## src/verilog/rmi_cfg.svh

```systemverilog
`ifndef RMI_CFG_SVH
`define RMI_CFG_SVH

// message type codes on the indication port
`define RMI_T_ERR_COR      5'h00
`define RMI_T_ERR_FATAL    5'h02
`define RMI_T_INT_FIRST    5'h03
`define RMI_T_INT_LAST     5'h0a
`define RMI_T_PM_PME       5'h0b
`define RMI_T_PM_NAK       5'h0e
`define RMI_T_SLOT_PWR     5'h0f
`define RMI_T_LTR          5'h10
`define RMI_T_OBFF         5'h11
`define RMI_T_UNLOCK       5'h12
`define RMI_T_VDM0         5'h13
`define RMI_T_VDM1         5'h14
`define RMI_T_ATS_FIRST    5'h15
`define RMI_T_ATS_LAST     5'h18

// pulse lengths in cycles
`define RMI_LEN_SHORT      4'h2
`define RMI_LEN_OBFF       4'h3
`define RMI_LEN_VDM_NODATA 4'h4
`define RMI_LEN_SIX        4'h6
`define RMI_LEN_VDM_DATA   4'h8

// record layout in the fifo: type, flag, rid, w1, w2
`define RMI_REC_W          86
`define RMI_FIFO_DEPTH     32

`endif

```

## src/verilog/rmi_pkg.sv

```systemverilog
package rmi_pkg;
   typedef enum logic {
      RMI_IDLE,
      RMI_SEND
   } rmi_state_e;

   typedef logic [4:0] rmi_type_t;
endpackage

```

## src/verilog/rmi_fifo.sv

```systemverilog
`timescale 1ns/100ps
`default_nettype none
module rmi_fifo #(
   parameter int WIDTH = 86,
   parameter int DEPTH = 32
) (
   // clock and reset
   input  wire logic             clk,
   input  wire logic             arst_n,
   // fill side
   input  wire logic             in_valid,
   output logic                  in_ready,
   input  wire logic [WIDTH-1:0] in_data,
   // drain side
   output logic                  out_valid,
   input  wire logic             out_ready,
   output logic      [WIDTH-1:0] out_data
);
   localparam int AW = $clog2(DEPTH);

   typedef struct packed {
      logic [AW:0] wr;
      logic [AW:0] rd;
   } rmi_fifo_s;

   rmi_fifo_s        st_reg;
   rmi_fifo_s        st_next;
   logic [WIDTH-1:0] mem [DEPTH];
   logic             push;
   logic             pop;
   logic [AW:0]      used;

   // =====================================================
   // pointers and flags
   // extra pointer bit tells full from empty
   assign used      = st_reg.wr - st_reg.rd;
   assign in_ready  = (used != (AW+1)'(DEPTH));
   assign out_valid = (used != '0);
   assign push      = in_valid && in_ready;
   assign pop       = out_valid && out_ready;
   assign out_data  = mem[st_reg.rd[AW-1:0]];

   always_comb begin
      st_next = st_reg;
      if (push) begin
         st_next.wr = st_reg.wr + 1'b1;
      end
      if (pop) begin
         st_next.rd = st_reg.rd + 1'b1;
      end
   end

   always_ff @(posedge clk or negedge arst_n) begin
      if (!arst_n) begin
         st_reg <= '0;
      end else begin
         st_reg <= st_next;
      end
   end

   // storage has no reset; only the pointers matter
   always_ff @(posedge clk) begin
      if (push) begin
         mem[st_reg.wr[AW-1:0]] <= in_data;
      end
   end
endmodule
`default_nettype wire

```

## src/verilog/rmi_len.sv

```systemverilog
`timescale 1ns/100ps
`default_nettype none
`include "rmi_cfg.svh"
module rmi_len (
   // message classification
   input  wire logic [4:0] msg_type,
   input  wire logic       has_data,
   // result
   output logic      [3:0] pulse_len,
   output logic            known
);
   // pulse length per message type
   always_comb begin
      known = 1'b1;
      if (msg_type <= `RMI_T_PM_NAK) begin
         pulse_len = `RMI_LEN_SHORT;
      end else if (msg_type == `RMI_T_SLOT_PWR ||
                   msg_type == `RMI_T_LTR) begin
         pulse_len = `RMI_LEN_SIX;
      end else if (msg_type == `RMI_T_OBFF) begin
         pulse_len = `RMI_LEN_OBFF;
      end else if (msg_type == `RMI_T_UNLOCK) begin
         pulse_len = `RMI_LEN_SHORT;
      end else if (msg_type == `RMI_T_VDM0 ||
                   msg_type == `RMI_T_VDM1) begin
         pulse_len = has_data ? `RMI_LEN_VDM_DATA
                              : `RMI_LEN_VDM_NODATA;
      end else if (msg_type <= `RMI_T_ATS_LAST) begin
         pulse_len = `RMI_LEN_SHORT;
      end else begin
         // reserved codes are never announced
         pulse_len = `RMI_LEN_SHORT;
         known     = 1'b0;
      end
   end
endmodule
`default_nettype wire

```

## src/verilog/rmi_msg_ind.sv

```systemverilog
// Behaviour
// - when enabled, announce each link message of a known type with 5-bit type and valid.
// - while valid is high, one parameter byte per cycle.
// - vendor messages forward only the first payload dword.
// - codes 0-15: errors, INTx pairs, power management, slot power.
// - codes 16-24: LTR, OBFF, unlock, vendor, ATS; 25-31 reserved.
// - error, INTx, PM, unlock, ATS: two cycles of requester ID.
// - slot power: six cycles, ID then payload lowest byte first.
// - LTR: six cycles, ID, snoop latency, no-snoop latency.
// - OBFF: three cycles, ID then OBFF code.
// - vendor: four cycles without data, eight with, vendor ID first.
// - valid low at least one cycle between two pulses.
// - no flow-control input; indications never wait.
`timescale 1ns/100ps
`default_nettype none
`include "rmi_cfg.svh"
module rmi_msg_ind
   import rmi_pkg::*;
#(
   parameter int DEPTH = `RMI_FIFO_DEPTH
) (
   // clock and reset
   input  wire logic           clk,
   input  wire logic           arst_n,
   // control
   input  wire logic           msg_if_enable,
   // decoded message from the link side
   input  wire logic           link_msg_valid,
   output logic                link_msg_ready,
   input  wire rmi_pkg::rmi_type_t link_msg_type,
   input  wire logic [15:0]    link_req_id,
   input  wire logic           link_has_data,
   input  wire logic [31:0]    link_word1,
   input  wire logic [31:0]    link_word2,
   // indication port to user logic
   output logic                ind_valid,
   output rmi_pkg::rmi_type_t  ind_type,
   output logic [7:0]          ind_data,
   output logic                msg_dropped
);
   import rmi_pkg::*;

   typedef struct packed {
      rmi_state_e state;
      logic [3:0] cnt;
      logic [3:0] len;
      logic [63:0] bytes;
      logic       gap;
      logic       valid;
      rmi_type_t  mtype;
      logic [7:0] data;
      logic       drop;
   } rmi_ind_s;

   rmi_ind_s                 st_reg;
   rmi_ind_s                 st_next;
   logic [`RMI_REC_W-1:0]    rec_in;
   logic [`RMI_REC_W-1:0]    rec_out;
   logic                     rec_valid;
   logic                     rec_pop;
   logic                     fifo_in_ready;
   logic [3:0]               rec_len;
   logic                     rec_known;
   logic                     accept;
   rmi_type_t                r_type;
   logic                     r_flag;
   logic [15:0]              r_rid;
   logic [31:0]              r_w1;
   logic [31:0]              r_w2;

   // =====================================================
   // intake: capture link messages into the fifo
   // only the first payload dword travels; longer vendor payloads
   // belong to the request path and are not seen here
   assign accept         = msg_if_enable && link_msg_valid;
   assign rec_in         = {link_msg_type, link_has_data, link_req_id,
                            link_word1, link_word2};
   assign link_msg_ready = fifo_in_ready;

   rmi_fifo #(
      .WIDTH (`RMI_REC_W),
      .DEPTH (DEPTH)
   ) u_fifo (
      .clk       (clk),
      .arst_n    (arst_n),
      .in_valid  (accept),
      .in_ready  (fifo_in_ready),
      .in_data   (rec_in),
      .out_valid (rec_valid),
      .out_ready (rec_pop),
      .out_data  (rec_out)
   );

   // =====================================================
   // record unpacking and length lookup
   assign {r_type, r_flag, r_rid, r_w1, r_w2} = rec_out;

   rmi_len u_len (
      .msg_type  (r_type),
      .has_data  (r_flag),
      .pulse_len (rec_len),
      .known     (rec_known)
   );

   // pop when idle and the mandatory gap is done
   assign rec_pop = (st_reg.state == RMI_IDLE) && !st_reg.gap;

   // =====================================================
   // byte sequencer
   // the user side has no ready, so the pulse never pauses
   always_comb begin
      st_next       = st_reg;
      st_next.drop  = 1'b0;
      st_next.gap   = 1'b0;
      case (st_reg.state)
         RMI_IDLE: begin
            st_next.valid = 1'b0;
            if (rec_valid && rec_pop) begin
               if (!rec_known) begin
                  // reserved code: discarded, flagged for one cycle
                  st_next.drop = 1'b1;
               end else begin
                  st_next.state = RMI_SEND;
                  st_next.valid = 1'b1;
                  st_next.mtype = r_type;
                  st_next.len   = rec_len;
                  st_next.cnt   = 4'h1;
                  st_next.data  = r_rid[15:8];
                  // bytes after the ID, lowest first
                  if (r_type == `RMI_T_LTR) begin
                     // snoop latency in the low half goes out first
                     st_next.bytes = {32'h0, r_w1[31:16],
                                      r_w1[15:0]};
                  end else if (r_type == `RMI_T_VDM0 ||
                               r_type == `RMI_T_VDM1) begin
                     st_next.bytes = {16'h0, r_w2, r_w1[15:0]};
                  end else begin
                     st_next.bytes = {32'h0, r_w1};
                  end
                  st_next.bytes = {st_next.bytes[55:0], r_rid[7:0]};
               end
            end
         end
         RMI_SEND: begin
            if (st_reg.cnt == st_reg.len) begin
               st_next.state = RMI_IDLE;
               st_next.valid = 1'b0;
               st_next.gap   = 1'b1;
               st_next.data  = 8'h00;
            end else begin
               st_next.cnt   = st_reg.cnt + 4'h1;
               st_next.data  = st_reg.bytes[7:0];
               st_next.bytes = {8'h00, st_reg.bytes[63:8]};
            end
         end
         default: begin
            st_next.state = RMI_IDLE;
            st_next.valid = 1'b0;
         end
      endcase
   end

   // state register; valid low during reset
   always_ff @(posedge clk or negedge arst_n) begin
      if (!arst_n) begin
         st_reg       <= '0;
         st_reg.state <= RMI_IDLE;
      end else begin
         st_reg <= st_next;
      end
   end

   // =====================================================
   // outputs straight from the state register
   assign ind_valid   = st_reg.valid;
   assign ind_type    = st_reg.mtype;
   assign ind_data    = st_reg.data;
   assign msg_dropped = st_reg.drop;
endmodule
`default_nettype wire

```

## config.mk

```make
export PLATFORM = sky130hd
export DESIGN_NAME = rmi_msg_ind
export DESIGN_NICKNAME = d
export VERILOG_FILES = /design/src/verilog/rmi_pkg.sv /design/src/verilog/rmi_fifo.sv /design/src/verilog/rmi_len.sv /design/src/verilog/rmi_msg_ind.sv
export VERILOG_INCLUDE_DIRS = /design/src /design/src/verilog
export SDC_FILE = /design/constraint.sdc
export NUM_CORES = 2
export LEC_CHECK = 0
export BUFFER_PORTS_ARGS = -buffer_cell sky130_fd_sc_hd__buf_2
export CAP_MARGIN = 20
export CORE_MARGIN = 2
export CORE_UTILIZATION = 60
export CTS_BUF_LIST = sky130_fd_sc_hd__clkbuf_8
export CTS_CLUSTER_SIZE = 40
export DETAILED_ROUTE_END_ITERATION = 8
export MAX_ROUTING_LAYER = met4
export PLACE_DENSITY = 0.73
export SYNTH_ARGS = -nofsm -noshare
export SYNTH_HDL_FRONTEND = slang
export SYNTH_SLANG_ARGS = --single-unit
```

## constraint.sdc

```tcl
create_clock -name clk -period 14.5 [get_ports clk]
set_input_delay 0 -clock clk [delete_from_list [all_inputs] [get_ports clk]]
set_output_delay 0 -clock clk [all_outputs]
set_load 0.05 [all_outputs]
```

# Word-level counts from Yosys, hierarchy flattened
# Memories as Yosys holds them, arrays and structs flattened.
# Cells that the tools add are included.
totals:
  ram_bits: 2752
  memories: 1
  in_bits: 90
  register_bits: 101
  out_inout_bits: 16
  rom_bits: 0
  latch_bits: 0
memory_table:
  columns: ["name", "depth", "word_bits", "read_ports", "rd_ports_with_merged_regs", "wr", "line_no", "text"]
  rows:
  - ["u_fifo.mem", 32, 86, 1, 0, 1, "rmi_fifo.sv:28", "logic [WIDTH-1:0] mem [DEPTH];"]
op_classes:
  order_cmp: 2
  add_sub_neg: 4
  mul: 0
  n_bitwise: 1
  reduce_logical: 11
  div_mod_pow: 0
  shifts: 0
  n_eq_ne: 12
  muxes: 32
ops:
  columns: ["cell", "n"]
  rows:
  - ["73-bit two-way mux", 2]
  - ["64-bit case mux with 2 select lines", 1]
  - ["64-bit two-way mux", 1]
  - ["56-bit two-way mux", 1]
  - ["48-bit two-way mux", 1]
  - ["4-bit two-way mux", 7]
  - ["5-bit equality test (second input constant)", 5]
  - ["8-bit case mux with 2 select lines", 1]
  - ["15-bit two-way mux", 1]
  - ["14-bit two-way mux", 1]
  - ["6-bit by 1-bit adder with 6-bit output (second input constant)", 2]
  - ["1-bit two-way mux", 12]
  - ["5-bit case mux with 2 select lines", 1]
  - ["8-bit two-way mux", 1]
  - ["6-bit inequality test (second input constant)", 1]
  - ["3-bit AND reduction", 2]
  - ["6-bit nonzero test", 1]
  - ["6-bit subtractor", 1]
  - ["5-bit by 4-bit equality test with 1-bit output (second input constant)", 1]
  - ["5-bit by 4-bit <= comparator with 1-bit output (second input constant)", 1]
  - ["5-bit <= comparator (second input constant)", 1]
  - ["4-bit by 1-bit adder with 4-bit output (second input constant)", 1]
  - ["4-bit equality test", 1]
  - ["1-bit logical AND", 4]
  - ["8 further kinds", 11]

# Logic depth before layout (Yosys ltp)
# An unclocked memory read counts as a cell.
logic_depth:
  word_depth: 11
  mapped_depth: 18
  ltp_nobuf: 10

# By module
# From an unflattened synthesis, not the netlist that was laid out.
unflattened:
  cells_unflattened: 4648
  hier_area_um2: 109218.5
by_module_without_submodules:
  columns: ["module", "area_per_inst_um2", "cells_each", "seq_area_each_um2", "instances"]
  rows:
  - ["rmi_fifo", 105007.0, 4207, 82939.5, 1]
  - ["rmi_msg_ind", 4112.7, 425, 2026.9, 1]
  - ["rmi_len", 98.8, 16, 0.0, 1]

# Worst setup path after synthesis
# Ideal clock, no wire load.
synth_path:
  path_type: "register -> register"
  start: "register u_fifo.st_reg[4] (netlist bit)"
  end: "memory u_fifo.mem[23][0] (enable)"
  path_slack_ns: 5.657
  arrival_time_ns: 8.311
  path_stages_with_launch: 17
  cell_sequence: "dfrtp_1 -> clkbuf_1 -> inv_1 -> buf_2 -> buf_1 -> clkbuf_1 -> clkbuf_1 -> ha_1 -> and2_1 -> o21a_1 -> a31o_2 -> o221ai_1 -> and3_1 -> clkbuf_1 -> nand2_1 -> clkbuf_1 -> nor2_1"
synth_between:
  elab_chain_cells: 5
synth_lines:
  columns: ["item", "line_no", "text"]
  rows:
  - ["start, declared", "rmi_fifo.sv:26", "rmi_fifo_s st_reg;"]
  - ["start signal, assigned", "rmi_fifo.sv:57", "st_reg <= st_next;"]
  - ["6-bit subtractor", "rmi_fifo.sv:36", "assign used = st_reg.wr - st_reg.rd;"]
  - ["6-bit inequality test", "rmi_fifo.sv:37", "assign in_ready = (used != (AW+1)'(DEPTH));"]
  - ["named net link_msg_ready", "rmi_msg_ind.sv:29", "output logic link_msg_ready,"]
  - ["1-bit logical AND", "rmi_fifo.sv:39", "assign push = in_valid && in_ready;"]
  - ["1-bit two-way mux", "rmi_fifo.sv:63", "if (push) begin"]
  - ["1-bit two-way mux (not written as such)", "rmi_fifo.sv:64", "mem[st_reg.wr[AW-1:0]] <= in_data;"]
  - ["end, declared", "rmi_fifo.sv:28", null]
# The timed path passes the listed nets, and every way through them passes these cells.

# Worst setup path in the final report
layout_path:
  start: "register u_fifo.st_reg[1] (netlist bit)"
  end: "register st_reg[54] (netlist bit)"
layout_between:
  elab_chain_cells: 10
  elab_cells_between_ends: 28
  classes_between: "add/sub: 1; order compare: 2; eq/ne: 8; mux: 11; reduce/logical: 5; memory: 1"
layout_lines:
  columns: ["item", "line_no", "text"]
  rows:
  - ["memory read 32 x 86 bit", null, null]
  - ["5-bit <= comparator (no source line) or 5-bit equality test (tied branches)", null, null]
  - ["1-bit two-way mux or 1-bit logical OR (tied branches)", null, null]
  - ["1-bit two-way mux", "rmi_len.sv:24", "end else if (msg_type == `RMI_T_VDM0 ||"]
  - ["1-bit two-way mux", "rmi_len.sv:22", "end else if (msg_type == `RMI_T_UNLOCK) begin"]
  - ["1-bit two-way mux", "rmi_len.sv:20", "end else if (msg_type == `RMI_T_OBFF) begin"]
  - ["1-bit two-way mux", "rmi_len.sv:17", "end else if (msg_type == `RMI_T_SLOT_PWR ||"]
  - ["1-bit two-way mux", "rmi_len.sv:15", "if (msg_type <= `RMI_T_PM_NAK) begin"]
  - ["2-bit inequality test (no source line)", null, null]
  - ["3-bit AND reduction (no source line)", null, null]
  - ["end signal, assigned", "rmi_msg_ind.sv:169", "st_reg <= st_next;"]
  - ["end, declared", "rmi_msg_ind.sv:55", "rmi_ind_s st_reg;"]
# Several ways; a longest one is shown, not always the timed one. The select of a mux whose other input is x is not followed.
# A chain may end at the register's enable or synchronous reset.

==> run metrics <==
Synth top area share 75.9%; Syn. warnings 0; FILL cells 10820; slowest stage delay, CP 0.95 ns; Post-synth EDFFs 2752; reg-to-reg endpoint st_reg[54]$_DFFE_PN0P_; die area 185000 um^2; Hold Slack 0.0603 ns; Main synth FF type edfxtp_1; Area Growth Syn to Fin 12.6%; Finished Cell Area 123000 um^2; DRT Pass-1 Iters 6; setup ws final 8.14 ns; critical path type register to register; Leak 39.3 nW; Clock Tree Buf Depth 4; Unique masters post-synth 64; Worst Hold Path EP u_fifo.mem[4][74]$_DFFE_PP_; Worst Path Required 15.45 ns; Die H 430 um; Post-Layout Cell Count 7885; final core occ 68.0%; post-synthesis sequential area ratio 78.0%; io pins 106; first-pass GRT wire length 379 mm; Post-Synthesis Cells 4553; wire per inst 33.5 um; Post-Syn Nets 4654; DP Wirelength 137 mm; vias in the first global route 52725; syn avg cell area 23.9 um^2; status completed; initial antenna violation count 8; CTS sink cnt 2845; Total Power 22.4 mW; PwrDens 183 nW/um^2; commonest non-fill, non-tap cell in the layout edfxtp_1; maximum clock rate 157 MHz; Crit path arrival time 7.31 ns; top cells by area, synth edfxtp_1 76%, mux4_2 17%, dfrtp_1 2.1%, clkbuf_1 0.49%, nand2_1 0.49%; Pint 15.4 mW; clock period minus worst slack 6.36 ns; actual slew at the worst max-slew pin 1.18 ns; H-tree depth 5; Placeable Area 181000 um^2; # Post-CTS Setup Buffers 0; logic gate share of total power 29.8%; Final setup viols 0; max cap viols 0; layout cells sized above 1 30.0%; CTS clk-pin slew, worst paths 0.06 ns; Worst Hold Class primary input to register; ys async rst share 3.27%; Critical Path Start Type register; Root Driver clkbuf_8; initial DRC count 7373; Initial Util 60.3%; # rows 156; Crit Path Max Fanout 120; worst reg-to-reg path cell count 11; Setup Skew 0.0930 ns; fin nets 5254; Routed Antenna Nets 0; Hold Crit Start link_req_id[10]; number of flip-flops in the largest register 2752; Skew-Pair Late Insertion Delay 1.09 ns; Reg power frac 43.3%; DR DRC count 0; Reg-to-Reg Start u_fifo.st_reg[1]$_DFFE_PN0P_; pre-CTS setup slack 8.19 ns; Yosys top cell by area edfxtp_1; RSZ-0062 raised after global routing false; RD Place Congestion 0.874; post-synthesis instance area 109000 um^2; critical path's slowest cell dfrtp_4; WHS Path Cells 2; worst vdd ir 0.000179 V; Setup crit end kind register; most frequent cells in the layout 2752 x edfxtp_1, 839 x mux4_2, 454 x clkbuf_8; Die W 430 um; TritonCTS Buffers 442; synthesized flop and latch total 2845; fin. max-slew vios 0; Clock power frac 27.0%; all-layer global routing usage 29.8%; Via density 6.70; setup TNS 0 ns; WL final 264 mm; Cells after DPL 6856; placed cell area 112000 um^2; largest net degree at the start of global routing 164; crit-path cells buf_4 > buf_12 > mux4_2 > a22o_1 > a211o_1 > a22oi_1 > a211o_1 > and2_1 > buf_4 > nand2_1 > o211ai_1; Sw Pwr 7.03 mW; slew margin rel. 20.9%; Worst R2R Setup Slack 8.14 ns; CTS tree done; gr ovfl total 0; fin crit share 43.9%; via count 52849; Port Buf Inserts 105; Fin. Hold Viols 0; Sw Ratio 31.4%
repair_timing:
item / in CTS / in global routing
hold buffers: 198 / 0
hold endpoints to repair: 2849 / 0
gates resized for setup: 0 / 0
endpoints found under the setup margin: 0 / 0
synth_stat cells, drive strengths merged (5+ instances only):
| master | number |
|---|---|
| nand4 | 20 |
| nor2 | 50 |
| buf | 122 |
| inv | 15 |
| edfxtp | 2752 |
| mux2i | 36 |
| a21oi | 37 |
| and3 | 7 |
| mux4 | 839 |
| o221ai | 5 |
| clkbuf | 142 |
| nand2 | 144 |
| xor2 | 6 |
| xnor2 | 13 |
| nand3 | 18 |
| o211ai | 49 |
| or3 | 5 |
| ha | 11 |
| o21ai | 44 |
| a211o | 13 |
| a221oi | 11 |
| dfrtp | 93 |
| mux2 | 8 |
| a22oi | 8 |
| a2bb2oi | 23 |
| a221o | 17 |
| and2 | 8 |
| a21o | 17 |
critical path, delay by kind of cell, from the launching register on:
family          cells  cell delay [ns]
compound gates      5             2.08
buf+inv             3             1.71
simple gates        2             1.01
flops               1             0.95
mux                 1             0.41
routing by layer:
layer  vias up  GRT usage, %  wire length (um)  part of all wire [%]
met5         -             -                 0                     0
met4         0          9.10              7380                   2.8
met3       456          5.81             27600                    10
met2      3311          45.1            129000                    49
met1     28205          42.1            101000                    38
li1      20877             -                 -                     -
cell type report:
| class | instances | area [um^2] | share of cell area, % |
|---|---|---|---|
| multi-input combinational | 1428 | 22900 | 18.7 |
| timing repair buffer | 420 | 3880 | 3.17 |
| inverter | 16 | 72.6 | 0.0592 |
| sequential | 2845 | 85000 | 69.3 |
| antenna | 8 | 20.0 | 0.0163 |
| tap | 2370 | 2970 | 2.42 |
| clock buffer | 454 | 6250 | 5.09 |
| clock inverter | 344 | 1610 | 1.31 |
cell families (layout without fill, tap and decap cells):
kind of cell	Yosys count	after routing	share of synthesized area, %
flops	2845	2845	78.0
mux	883	883	17.8
buf+inv	280	1234	1.22
simple gates	270	270	1.12
compound gates	245	245	1.63
xor+xnor	19	19	0.153
fa+ha+maj	11	11	0.126
other cells	0	8	0
worst max path at each step:
stage / slack [ns] / end / depth (start not counted) / from
6_report: 8.14 / st_reg[54]$_DFFE_PN0P_ / 11 / u_fifo.st_reg[1]$_DFFE_PN0P_
5_1_grt: 7.83 / st_reg[44]$_DFFE_PN0P_ / 11 / u_fifo.st_reg[1]$_DFFE_PN0P_
4_1_cts: 8.14 / st_reg[54]$_DFFE_PN0P_ / 11 / u_fifo.st_reg[1]$_DFFE_PN0P_
3_5_place_dp: 8.19 / st_reg[49]$_DFFE_PN0P_ / 11 / u_fifo.st_reg[1]$_DFFE_PN0P_
3_3_place_gp: 8.25 / st_reg[41]$_DFFE_PN0P_ / 11 / u_fifo.st_reg[1]$_DFFE_PN0P_
2_1_floorplan: 5.66 / u_fifo.mem[23][0]$_DFFE_PP_ / 16 / u_fifo.st_reg[4]$_DFFE_PN0P_
power groups by stage:
stage | registers [mW] | logic (mW) | clock network, mW
2_1_floorplan | 9.66 | 4.71 | 0
3_3_place_gp | 9.83 | 6.58 | 0
3_5_place_dp | 9.85 | 6.62 | 0
4_1_cts | 9.68 | 6.69 | 6.12
5_1_grt | 9.71 | 6.99 | 6.47
6_report | 9.69 | 6.67 | 6.04
No activity file was read; power rests on OpenSTA's default activity.
